===== src/pia_pkg.sv =====
// Package with register map, field positions, reset values and shared types
package pia_pkg;

  ////////////////////////////////////////////////////////////////////////////
  // Register offsets
  localparam logic [7:0] ADDR_SUMMARY = 8'h00;
  localparam logic [7:0] ADDR_MASK = 8'h01;
  localparam logic [7:0] ADDR_GLOBAL_CMD = 8'h0b;
  localparam logic [7:0] ADDR_P4_EVT = 8'h40;
  localparam logic [7:0] ADDR_P4_EVT_RC = 8'h41;
  localparam logic [7:0] ADDR_P4_DETCLS = 8'h42;
  localparam logic [7:0] ADDR_P4_POWER = 8'h43;
  localparam logic [7:0] ADDR_P4_CFG = 8'h44;
  localparam logic [7:0] ADDR_P4_TLIM = 8'h45;
  localparam logic [7:0] ADDR_P4_ICUT = 8'h46;
  localparam logic [7:0] ADDR_P4_STROBE = 8'h47;
  localparam logic [7:0] ADDR_P4_I_LO = 8'h49;
  localparam logic [7:0] ADDR_P4_I_HI = 8'h4a;
  localparam logic [7:0] ADDR_P4_V_LO = 8'h4b;
  localparam logic [7:0] ADDR_P4_V_HI = 8'h4c;
  localparam logic [7:0] ADDR_P4_DETRES = 8'h4d;

  ////////////////////////////////////////////////////////////////////////////
  // Reset values
  localparam logic [7:0] SUMMARY_RST = 8'h20;
  localparam logic [7:0] MASK_RST = 8'h80;
  localparam logic [7:0] P4_EVT_RST = 8'h00;
  localparam logic [7:0] P4_CFG_RST = 8'h00;
  localparam logic [7:0] P4_TLIM_RST = 8'h00;
  localparam logic [7:0] P4_ICUT_RST = 8'h54;
  localparam logic [7:0] ZERO_BYTE = 8'h00;

  ////////////////////////////////////////////////////////////////////////////
  // Field positions
  localparam int CMD_CLR_SUMMARY_BIT = 7;
  localparam int CMD_RELEASE_PIN_BIT = 6;
  localparam int MASK_STATUS_BIT = 7;
  localparam int MASK_IFAULT_BIT = 6;
  localparam int SUM_GLOBAL_LSB = 4;
  localparam int NUM_PORTS = 4;
  localparam int OTHER_PORTS = 3;
  localparam logic [3:0] BYTE_BITS = 4'h8;

  ////////////////////////////////////////////////////////////////////////////
  // Serial slave types
  typedef enum logic [3:0] {
    SER_IDLE = 4'h0,
    SER_ADDR = 4'h1,
    SER_ADDR_ACK = 4'h2,
    SER_REG = 4'h3,
    SER_WACK = 4'h4,
    SER_WDATA = 4'h5,
    SER_RDATA = 4'h6,
    SER_RACK = 4'h7,
    SER_RLOAD = 4'h8
  } pia_ser_st_t;

  typedef struct packed {
    pia_ser_st_t st;
    logic [7:0] sh;
    logic [3:0] cnt;
    logic [7:0] ptr;
    logic rw;
    logic sda_oe;
    logic scl_q;
    logic sda_q;
  } pia_ser_state_t;

  typedef struct packed {
    logic wr;
    logic rd;
    logic [7:0] addr;
    logic [7:0] wdata;
  } pia_reg_req_t;

  ////////////////////////////////////////////////////////////////////////////
  // Port four measurement and status inputs
  typedef struct packed {
    logic [7:0] det_cls;
    logic [7:0] power;
    logic [7:0] i_lo;
    logic [7:0] i_hi;
    logic [7:0] v_lo;
    logic [7:0] v_hi;
    logic [7:0] detres;
  } pia_p4_status_t;

  ////////////////////////////////////////////////////////////////////////////
  // Core state
  typedef struct packed {
    logic [7:0] summary;
    logic [7:0] src_q;
    logic [7:0] mask;
    logic [7:0] p4_evt;
    logic [7:0] p4_cfg;
    logic [7:0] p4_tlim;
    logic [7:0] p4_icut;
    logic [7:0] p4_strobe;
    logic released;
    logic int_n;
  } pia_core_state_t;

endpackage : pia_pkg


===== src/pia_irq_core.sv =====
// Interrupt summary, pin gating and port four register map behind the serial link
`timescale 1ns/1ps
`default_nettype none
module pia_irq_core #(
  parameter logic [6:0] DEV_ADDR = 7'h20
) (
  // Clock and reset
  input wire logic clock,
  input wire logic srst,
  // Serial register link
  input wire logic scl_in,
  input wire logic sda_in,
  output logic sda_out,
  output logic sda_oe,
  // Event sources
  input wire logic [3:0] global_event_hi,
  input wire logic [2:0][7:0] other_port_events,
  input wire logic [7:0] port4_event_set,
  input wire pia_pkg::pia_p4_status_t port4_status,
  // Port four control outputs
  output logic [7:0] port4_configuration,
  output logic [7:0] port4_limit_timing,
  output logic [7:0] port4_overcurrent_threshold,
  output logic [7:0] port4_command_strobes,
  // Interrupt pin
  output logic int_n
);

  ////////////////////////////////////////////////////////////////////////////
  // Link front end

  logic [1:0] line_sync;
  pia_pkg::pia_reg_req_t req;
  logic [7:0] rd_data;

  pia_sync #(
    .W(2)
  ) u_sync (
    .clock(clock),
    .srst(srst),
    .async_in({scl_in, sda_in}),
    .sync_out(line_sync)
  );

  pia_serial #(
    .DEV_ADDR(DEV_ADDR)
  ) u_serial (
    .clock(clock),
    .srst(srst),
    .scl(line_sync[1]),
    .sda(line_sync[0]),
    .sda_oe(sda_oe),
    .req(req),
    .rd_data(rd_data)
  );

  // Open-drain: only ever pulls low
  assign sda_out = 1'b0;

  ////////////////////////////////////////////////////////////////////////////
  // Source collection

  pia_pkg::pia_core_state_t state;
  pia_pkg::pia_core_state_t next_state;
  logic [7:0] src;
  logic [7:0] rise;
  logic [7:0] gate;
  logic [7:0] type_mask;
  logic [3:0][7:0] port_events;
  logic [7:0] p4_evt_now;

  // Port four events as they stand this cycle, before any read clear
  assign p4_evt_now = state.p4_evt;
  assign port_events = {p4_evt_now, other_port_events[2], other_port_events[1],
                        other_port_events[0]};

  // Limit and cut timeouts share one mask bit; the rest map one to one
  assign type_mask = {state.mask[pia_pkg::MASK_IFAULT_BIT], state.mask[6:0]};

  genvar p;
  generate
    for (p = 0; p < pia_pkg::NUM_PORTS; p++) begin : g_port
      assign src[p] = |port_events[p];
      // A port reaches the pin only through event types left unmasked
      assign gate[p] = state.summary[p] & |(port_events[p] & type_mask);
    end
  endgenerate

  // Thermal, switch failure, logic and main supply lockouts in that order
  assign src[7:4] = global_event_hi;
  assign gate[7:4] = state.summary[7:4]
                     & {4{state.mask[pia_pkg::MASK_STATUS_BIT]}};

  ////////////////////////////////////////////////////////////////////////////
  // Read side

  always_comb begin
    case (req.addr)
      pia_pkg::ADDR_SUMMARY: rd_data = state.summary;
      pia_pkg::ADDR_MASK: rd_data = state.mask;
      pia_pkg::ADDR_P4_EVT: rd_data = state.p4_evt;
      pia_pkg::ADDR_P4_EVT_RC: rd_data = state.p4_evt;
      pia_pkg::ADDR_P4_DETCLS: rd_data = port4_status.det_cls;
      pia_pkg::ADDR_P4_POWER: rd_data = port4_status.power;
      pia_pkg::ADDR_P4_CFG: rd_data = state.p4_cfg;
      pia_pkg::ADDR_P4_TLIM: rd_data = state.p4_tlim;
      pia_pkg::ADDR_P4_ICUT: rd_data = state.p4_icut;
      pia_pkg::ADDR_P4_I_LO: rd_data = port4_status.i_lo;
      pia_pkg::ADDR_P4_I_HI: rd_data = port4_status.i_hi;
      pia_pkg::ADDR_P4_V_LO: rd_data = port4_status.v_lo;
      pia_pkg::ADDR_P4_V_HI: rd_data = port4_status.v_hi;
      pia_pkg::ADDR_P4_DETRES: rd_data = port4_status.detres;
      // Write-only, reserved and other ports read as zero
      default: rd_data = pia_pkg::ZERO_BYTE;
    endcase
  end

  ////////////////////////////////////////////////////////////////////////////
  // Next state

  logic clr_all;
  logic release_cmd;
  logic rd_clear;
  logic new_masked;

  always_comb begin
    next_state = state;
    rise = src & ~state.src_q;
    clr_all = req.wr & (req.addr == pia_pkg::ADDR_GLOBAL_CMD)
              & req.wdata[pia_pkg::CMD_CLR_SUMMARY_BIT];
    release_cmd = req.wr & (req.addr == pia_pkg::ADDR_GLOBAL_CMD)
                  & req.wdata[pia_pkg::CMD_RELEASE_PIN_BIT];
    rd_clear = req.rd & (req.addr == pia_pkg::ADDR_P4_EVT_RC);
    next_state.src_q = src;

    // Summary updates ignore the mask; an event in the clear cycle survives
    if (clr_all) begin
      next_state.summary = rise;
    end else begin
      next_state.summary = (state.summary & src) | rise;
    end

    // Port four flags: new set wins over clear-on-read
    if (rd_clear) begin
      next_state.p4_evt = port4_event_set;
    end else begin
      next_state.p4_evt = state.p4_evt | port4_event_set;
    end

    // Writes to reserved addresses fall through harmlessly
    next_state.p4_strobe = pia_pkg::ZERO_BYTE;
    if (req.wr) begin
      case (req.addr)
        pia_pkg::ADDR_MASK: next_state.mask = req.wdata;
        pia_pkg::ADDR_P4_CFG: next_state.p4_cfg = req.wdata;
        pia_pkg::ADDR_P4_TLIM: next_state.p4_tlim = req.wdata;
        pia_pkg::ADDR_P4_ICUT: next_state.p4_icut = req.wdata;
        pia_pkg::ADDR_P4_STROBE: next_state.p4_strobe = req.wdata;
        default: next_state.p4_strobe = pia_pkg::ZERO_BYTE;
      endcase
    end

    // Release holds until a fresh port event, or a global event with the status mask bit set, re-arms the pin
    new_masked = |(rise & {{4{state.mask[pia_pkg::MASK_STATUS_BIT]}}, 4'hf});
    if (new_masked) begin
      next_state.released = 1'b0;
    end else if (release_cmd) begin
      next_state.released = 1'b1;
    end
    next_state.int_n = ~(|gate & ~next_state.released);
  end

  ////////////////////////////////////////////////////////////////////////////
  // State register

  always_ff @(posedge clock) begin
    if (srst) begin
      state <= '{summary: pia_pkg::SUMMARY_RST, src_q: 8'h00, mask: pia_pkg::MASK_RST,
                 p4_evt: pia_pkg::P4_EVT_RST, p4_cfg: pia_pkg::P4_CFG_RST,
                 p4_tlim: pia_pkg::P4_TLIM_RST, p4_icut: pia_pkg::P4_ICUT_RST,
                 p4_strobe: pia_pkg::ZERO_BYTE, released: 1'b0, int_n: 1'b1};
    end else begin
      state <= next_state;
    end
  end

  ////////////////////////////////////////////////////////////////////////////
  // Outputs, all from flops
  assign port4_configuration = state.p4_cfg;
  assign port4_limit_timing = state.p4_tlim;
  assign port4_overcurrent_threshold = state.p4_icut;
  assign port4_command_strobes = state.p4_strobe;
  assign int_n = state.int_n;

endmodule : pia_irq_core
`default_nettype wire


===== src/pia_sync.sv =====
// Three-stage input synchroniser with agreement filter
`timescale 1ns/1ps
`default_nettype none
module pia_sync #(
  parameter int W = 2
) (
  // Clock and reset
  input wire logic clock,
  input wire logic srst,
  // Asynchronous inputs and filtered result
  input wire logic [W-1:0] async_in,
  output logic [W-1:0] sync_out
);

  // Stages 0..2 then accepted value; idle-high lines reset high
  logic [3:0][W-1:0] state;
  logic [3:0][W-1:0] next_state;

  always_comb begin
    next_state[0] = async_in;
    next_state[1] = state[0];
    next_state[2] = state[1];
    // First stage feeds only the second; accept once stages two and three agree
    next_state[3] = (state[1] == state[2]) ? state[2] : state[3];
  end

  always_ff @(posedge clock) begin
    if (srst) begin
      state <= '1;
    end else begin
      state <= next_state;
    end
  end

  assign sync_out = state[3];

endmodule : pia_sync
`default_nettype wire


===== src/pia_serial.sv =====
// Serial register link slave: address, register pointer, data bytes
`timescale 1ns/1ps
`default_nettype none
module pia_serial #(
  parameter logic [6:0] DEV_ADDR = 7'h20
) (
  // Clock and reset
  input wire logic clock,
  input wire logic srst,
  // Synchronised link lines
  input wire logic scl,
  input wire logic sda,
  output logic sda_oe,
  // Register access
  output var pia_pkg::pia_reg_req_t req,
  input wire logic [7:0] rd_data
);

  pia_pkg::pia_ser_state_t state;
  pia_pkg::pia_ser_state_t next_state;
  logic rise;
  logic fall;
  logic start_c;
  logic stop_c;

  always_comb begin
    next_state = state;
    next_state.scl_q = scl;
    next_state.sda_q = sda;
    rise = scl & ~state.scl_q;
    fall = ~scl & state.scl_q;
    start_c = scl & state.scl_q & state.sda_q & ~sda;
    stop_c = scl & state.scl_q & ~state.sda_q & sda;
    req.addr = state.ptr;
    req.wdata = state.sh;
    req.wr = fall & (state.st == pia_pkg::SER_WDATA) & (state.cnt == pia_pkg::BYTE_BITS);
    req.rd = fall & (((state.st == pia_pkg::SER_ADDR_ACK) & state.rw)
             | (state.st == pia_pkg::SER_RLOAD));
    if (start_c) begin
      next_state.st = pia_pkg::SER_ADDR;
      next_state.cnt = 4'h0;
      next_state.sda_oe = 1'b0;
    end else if (stop_c) begin
      next_state.st = pia_pkg::SER_IDLE;
      next_state.sda_oe = 1'b0;
    end else if (rise) begin
      case (state.st)
        pia_pkg::SER_ADDR, pia_pkg::SER_REG, pia_pkg::SER_WDATA: begin
          next_state.sh = {state.sh[6:0], sda};
          next_state.cnt = state.cnt + 4'h1;
        end
        pia_pkg::SER_RDATA: begin
          next_state.cnt = state.cnt + 4'h1;
        end
        pia_pkg::SER_RACK: begin
          // Not-acknowledge ends the read burst
          next_state.st = sda ? pia_pkg::SER_IDLE : pia_pkg::SER_RLOAD;
        end
        default: begin
          next_state.st = state.st;
        end
      endcase
    end else if (fall) begin
      case (state.st)
        pia_pkg::SER_ADDR: begin
          if (state.cnt == pia_pkg::BYTE_BITS) begin
            if (state.sh[7:1] == DEV_ADDR) begin
              next_state.rw = state.sh[0];
              next_state.sda_oe = 1'b1;
              next_state.st = pia_pkg::SER_ADDR_ACK;
            end else begin
              next_state.st = pia_pkg::SER_IDLE;
            end
          end
        end
        pia_pkg::SER_ADDR_ACK: begin
          next_state.cnt = 4'h0;
          if (state.rw) begin
            next_state.sh = rd_data;
            next_state.sda_oe = ~rd_data[7];
            next_state.st = pia_pkg::SER_RDATA;
          end else begin
            next_state.sda_oe = 1'b0;
            next_state.st = pia_pkg::SER_REG;
          end
        end
        pia_pkg::SER_REG: begin
          if (state.cnt == pia_pkg::BYTE_BITS) begin
            next_state.ptr = state.sh;
            next_state.sda_oe = 1'b1;
            next_state.st = pia_pkg::SER_WACK;
          end
        end
        pia_pkg::SER_WACK: begin
          next_state.sda_oe = 1'b0;
          next_state.cnt = 4'h0;
          next_state.st = pia_pkg::SER_WDATA;
        end
        pia_pkg::SER_WDATA: begin
          if (state.cnt == pia_pkg::BYTE_BITS) begin
            // Pointer steps so bursts walk the map
            next_state.ptr = state.ptr + 8'h01;
            next_state.sda_oe = 1'b1;
            next_state.st = pia_pkg::SER_WACK;
          end
        end
        pia_pkg::SER_RDATA: begin
          if (state.cnt == pia_pkg::BYTE_BITS) begin
            next_state.sda_oe = 1'b0;
            next_state.ptr = state.ptr + 8'h01;
            next_state.st = pia_pkg::SER_RACK;
          end else begin
            next_state.sh = {state.sh[6:0], 1'b0};
            next_state.sda_oe = ~state.sh[6];
          end
        end
        pia_pkg::SER_RLOAD: begin
          next_state.cnt = 4'h0;
          next_state.sh = rd_data;
          next_state.sda_oe = ~rd_data[7];
          next_state.st = pia_pkg::SER_RDATA;
        end
        default: begin
          next_state.st = state.st;
        end
      endcase
    end
  end

  always_ff @(posedge clock) begin
    if (srst) begin
      state <= '{st: pia_pkg::SER_IDLE, sh: 8'h00, cnt: 4'h0, ptr: 8'h00, rw: 1'b0,
                 sda_oe: 1'b0, scl_q: 1'b1, sda_q: 1'b1};
    end else begin
      state <= next_state;
    end
  end

  assign sda_oe = state.sda_oe;

endmodule : pia_serial
`default_nettype wire


===== config.mk =====
export PLATFORM = sky130hd
export DESIGN_NAME = pia_irq_core
export DESIGN_NICKNAME = d
export VERILOG_FILES = /design/src/pia_pkg.sv /design/src/pia_irq_core.sv /design/src/pia_sync.sv /design/src/pia_serial.sv
export SDC_FILE = /design/constraint.sdc
export NUM_CORES = 1
export LEC_CHECK = 0
export ABC_AREA = 1
export BUFFER_PORTS_ARGS = -buffer_cell sky130_fd_sc_hd__buf_4
export CAP_MARGIN = 20
export CELL_PAD_IN_SITES_DETAIL_PLACEMENT = 0
export CELL_PAD_IN_SITES_GLOBAL_PLACEMENT = 1
export CORE_MARGIN = 4
export CORE_UTILIZATION = 34
export CTS_CLUSTER_SIZE = 28
export DETAILED_ROUTE_END_ITERATION = 10
export GPL_ROUTABILITY_DRIVEN = 0
export PLACE_DENSITY = 0.8
export SLEW_MARGIN = 25
export SYNTH_ARGS = -nofsm -noshare
export SYNTH_HDL_FRONTEND = slang
export SYNTH_SLANG_ARGS = --single-unit

===== constraint.sdc =====
create_clock -name clock -period 1.7 [get_ports clock]
set_input_delay 0.255 -clock clock [delete_from_list [all_inputs] [get_ports clock]]
set_output_delay 0.255 -clock clock [all_outputs]
set_load 0.005 [all_outputs]

After elaboration in Yosys (flattened, before gate mapping)
Index checks and enable logic that the tools add are counted.
- add/sub/neg operators: 2
- multipliers: 0
- divide/modulo/power cells: 0
- magnitude comparators: 0
- equal/unequal tests: 43
- shift-type cells: 0
- mux-type cells: 38
- bitwise operators: 45
- reductions and logical operators: 39
- operators by type and width (kind ; count):
    equality test 8 x 7 -> 1 bit, second input constant ; 13
    one-hot mux 8 bit (13 select lines) ; 1
    OR reduction 8 bit ; 10
    bitwise AND 8 bit ; 7
    2-to-1 mux 8 bit ; 7
    2-to-1 mux 4 bit ; 7
    2-to-1 mux 26 bit ; 1
    one-hot mux 4 bit (6 select lines) ; 1
    one-hot mux 8 bit (3 select lines) ; 1
    AND reduction 7 bit ; 3
    bitwise AND 1 bit ; 20
    AND reduction 6 bit ; 3
    equality test 4 x 3 -> 1 bit, second input constant ; 4
    2-to-1 mux 16 bit ; 1
    2-to-1 mux 2 bit ; 8
    bitwise OR 8 bit ; 2
    one-hot mux 8 bit (2 select lines) ; 1
    inequality test 5 x 1 -> 1 bit, second input constant ; 3
    NOT 1 bit ; 13
    inequality test 3 x 1 -> 1 bit, second input constant ; 4
    inequality test 6 x 5 -> 1 bit, second input constant ; 2
    OR reduction 3 bit ; 4
    nonzero test 9 bit ; 1
    adder 8 x 1 -> 8 bit, second input constant ; 1
    27 further kinds ; 49
- flip-flop bits (word level): 102
- latch bits: 0
- RAM bits: 0
- ROM bits: 0
- input bits: 96
- logic and storage cells: 190
- memories: 0

Longest topological paths before layout
- word-level depth: 13
- depth in mapped cells: 13

Hierarchy
A second synthesis with hierarchy kept.
- cell total of the unflattened synthesis: 972
- area total of the unflattened synthesis: 6279.8 µm²
- by module, submodules not included (module ; times used ; cells each ; area each (µm²)):
    pia_irq_core ; 1 ; 595 ; 3852.4
    pia_serial ; 1 ; 342 ; 2137.0
    pia_sync ; 1 ; 35 ; 290.3

Least setup slack after synthesis
No wires, ideal clock.
- path kind: register to register
- start: reg u_serial.state[12] (netlist name)
- end: reg u_serial.state (netlist bit u_serial.req[7])
- library setup time: 118 ps
- data arrival time: 1499 ps
- path slack: 83 ps
- cell stages (with the launch flop): 11
- clock period less this slack: 1617 ps
- cells stage by stage: dfxtp_1 > inv_1 > ha_1 > nand3_1 > nor2_1 > inv_1 > o21ai_0 > nor2_1 > nand2_1 > a21oi_1 > a21oi_1
- cells in the longest elaborated chain, start to end: 3
- ends and longest elaborated chain (item ; RTL line ; RTL):
    from (decl) ; pia_serial.sv:19 ; pia_pkg::pia_ser_state_t state;
    from (signal assigned) ; pia_serial.sv:132 ; state <= '{st: pia_pkg::SER_IDLE, sh: 8'h00, cnt: 4'h0, ptr: 8'h00, rw: 1'b0,
    from (signal assigned) ; pia_serial.sv:135 ; state <= next_state;
    equality test 4 bit ; pia_serial.sv:108 ; if (state.cnt == pia_pkg::BYTE_BITS) begin
    inequality test 3 x 2 -> 1 bit (no source line) ; n/a ;
    AND reduction 7 bit (no source line) ; n/a ;
Every way passes these cells.
A chain may end at the register's enable or synchronous reset.

Final worst setup path
- start: reg u_serial.state[26] (netlist name)
- end: reg u_serial.state[26] (netlist name)
- cells in the longest elaborated chain, start to end: 5
- ends and longest elaborated chain (item ; RTL line ; RTL):
    equality test 4 x 2 -> 1 bit or equality test 4 x 3 -> 1 bit (tied branches) ; pia_serial.sv:64 ; case (state.st)
    OR reduction 2 bit (no source line) ; n/a ;
    one-hot mux 4 bit (6 select lines) ; pia_serial.sv:64 ;
    2-to-1 mux 26 bit ; pia_serial.sv:63 ; end else if (fall) begin
    2-to-1 mux 16 bit ; pia_serial.sv:46 ; end else if (rise) begin
Parallel ways exist; a longest one is shown, timed or not. The select of a mux whose other input is x is not followed.

==> results.md <==
- Status: finished with violations
- Failing checks: negative setup slack
- Worst-skew pair later-pin latency: between 300 and 400 ps
- Hold Path Stages: 2
- Initial core utilization: approximately a third
- Worst Setup SP: u_serial.state[26]
- MaxCap Viol Count: 0
- Fillers: about 1700
- Remaining antenna violation count: 0
- CTS tree: built
- Final Net Count: 1153
- Overflow after GRT: 0
- Initial antenna violation count: 0
- R2r endpoint: u_serial.state[26]
- Initial DRC count: 446
- R2R setup slack: -3 ps
- Reg-to-Reg Start: u_serial.state[26]
- Crit end category: register
- Final Max Slew Viols: 0
- Synthesized area per cell: 6.65 sq um
- Via density: 4.97
- DRC viols: 0
- Critical Path Fanout Max: 6
- Multi-input gate area: approximately 3300 sq um
- Share of cells above drive strength 1: 36.9%
- Headroom to the max-slew limit: 66.3%
- Mapped Cells: 857
- Hold endpoint: u_sync.next_state[2]
- Critical path required time: 1980 ps
- Largest net degree at the start of global routing: 42
- DR WL/cell: 15.5 microns
- FF+latch count, synth: 102
- FP Rows: 47
- DR pass1 iterations: 4
- Die Area: 18900 sq um
- Via count: 6326
- Fin crit share: 100%
- Final setup vio count: 2
- Maximum VDD drop: 474 uV
- Synth async-reset ratio: 0%
- Hold Crit Class: in -> reg
- Final core utilization: 49.4%
- Worst-path clk slew: 70 ps
- PortBufs: 129
- Register area: 2060 sq um
- Post-CTS Hold Fix Bufs: 0
- Area of the core: 16500 sq um
- First-pass GRT wire length: 30000 microns
- Syn-to-layout area delta: 43.2%
- Cell Area, Synth: ~5700 sq um
- Max frequency: 587 MHz
- Startpoint Class: register
- CP Class: reg -> reg
- Ys Warns: 0
- Die X: 138 microns
- Worst Hold Launch: sda_in
- Mapped Nets: 962
- Worst Reg-to-Reg Cells: 14
- Num CTS Buffers: 9
- Final Skew: roughly 5.1 ps
- CTS Sinks: 102
- Netlist cell types: 43
- Total GRT Usage: 20.2%
- Antenna Cells: 0
- Root Driver: clkbuf_16
- Worst path arrival time: roughly 2000 ps
- Die Ht: 138 microns
- RSZ-0062 raised after global routing: true
- WL final: 19700 microns
- Final WS setup: -3.43 ps
- Number of global-route vias before repair: 5926
- Placement Setup Slack: -184 ps
- Setup TNS: -4.15 ps
- Slew @ Worst Pin: ~510 ps
- Dpl hpwl: approximately 15000 microns
- I/O Pins: between 100 and 150
- Post-layout minimum cycle time: about 1700 ps
- Post-synthesis sequential area ratio: 35.8%
- Final hold violation count: 0
- Post-synth EDFFs: 0
- Power Density: 607 nW/um^2
- CTS Buffer Depth: 2
- LEAKAGE: 3.76 nW
- Predominant post-synthesis flop cell: dfxtp_1
- Htree depth: 3
## cell families after synthesis
kind of cell               Yosys count  share of synthesized area [%]
other                                1                         0.0658
buffers and inverters              150                           12.6
xor gates and xnor gates             4                          0.614
DFF                                102                           35.8
AOI/OAI and AO/OA                  157                           15.1
adders and majority gates            9                           1.97
and+or+nand+nor                    434                           33.9
## worst max path at each step
stage	to	slack, ps	cells past startpoint
after detailed placement	u_serial.req[0]	-180	12
after global routing	u_serial.state[26]	-120	14
final	u_serial.state[26]	-3	14
after global placement	u_serial.req[0]	-170	12
after CTS	u_serial.req[0]	-20	13
after floorplan	u_serial.req[7]	80	10
## worst max-delay path, stage by stage, from the launching register on
cell	delay, ps
dfxtp_2	340
buf_4	140
nor2_4	140
buf_6	110
nand2_1	50
nand2_2	90
buf_6	100
nor2_2	20
nand2_1	90
nand2_1	70
nand2_2	90
nand2_4	80
inv_2	90
nand3_2	70
a21oi_2	150
## what timing repair did
action | in CTS | in global routing
setup endpoints to repair | 63 | 73
gates resized for setup | 24 | 137
pin swaps | 3 | 41
setup buffers | 3 | 13
gates cloned | 0 | 3
## synthesized netlist by cell type, types with 5 or more instances
library cell / n / area [sq um]
nor2_1: 119 / 447
o22ai_1: 8 / 50.1
nand3_2: 5 / 50.1
nand3_1: 101 / 505
buf_4: 37 / 278
nand4_1: 19 / 119
a21oi_1: 64 / 320
nand2_1: 158 / 593
nor3_1: 7 / 35.0
or2_2: 7 / 43.8
inv_2: 7 / 26.3
inv_1: 86 / 323
dfxtp_1: 102 / 2040
ha_1: 9 / 113
buf_2: 7 / 35.0
o21ai_0: 55 / 275
a31oi_1: 10 / 62.6
clkbuf_1: 10 / 37.5
a21boi_0: 5 / 37.5
## per-layer routing
layer / track usage, % / share of wire [%]
met5: 0 / 0
met1: 27.6 / 45
met3: 4.16 / 6.2
met2: 32.0 / 46
met4: 6.65 / 2.2
## state kept, by name, summed over array words and instances, names as in the netlist, 8 cells and up
| signal | cells |
|---|---|
| port4_overcurrent_threshold | 8 |
| u_serial.req | 16 |
| port4_limit_timing | 8 |
| p4_evt_now | 8 |
| port4_configuration | 8 |
| port4_command_strobes | 8 |
| state | 25 |
| u_serial.state | 11 |
## cell usage in the layout, fill, tap and decap left out, types with 5 or more instances in the layout
master / synthesis / routed
buf_4: 37 / 220
nand2_1: 158 / 142
nand3_1: 101 / 91
dfxtp_1: 102 / 90
nor2_1: 119 / 88
inv_1: 86 / 68
a21oi_1: 64 / 56
o21ai_0: 55 / 41
nor2_2: 3 / 23
inv_2: 7 / 21
nand4_1: 19 / 19
nand2_2: 3 / 17
o21ai_1: 2 / 14
nor2_4: 3 / 14
clkbuf_16: 0 / 10
dfxtp_2: 0 / 10
nand3_2: 5 / 9
a31oi_1: 10 / 9
buf_6: 1 / 9
a21oi_2: 0 / 8
o22ai_1: 8 / 8
or2_2: 7 / 7
nand3_4: 0 / 6
inv_4: 0 / 5
a21boi_0: 5 / 5
buf_12: 0 / 5
## report_power, final
part	switching [mW]	total (mW)	internal (mW)
registers	0.0429	2.49	2.44
clock network	0.932	1.91	0.983
logic	0.271	0.561	0.290
## metrics by stage
step                cells  area, sq um  total power, mW  hold slack [ps]
floorplan             857         5700             2.75              336
global placement     1238         7280             3.04              391
detailed placement   1238         7280             3.04              397
CTS                  1256         7640             4.94             74.6
global route         1272         8170             5.15             73.2
finish               1272         8170             4.96             86.5
## layout make-up
class / instances / share of cell area, %
sequential: 102 / 25.2
tap: 220 / 3.37
inverter: 94 / 4.47
clock buffer: 11 / 2.85
timing repair buffer: 236 / 23.1
multi-input combinational: 605 / 40.7
clock inverter: 4 / 0.306
Power figures use the tool's default switching activity.
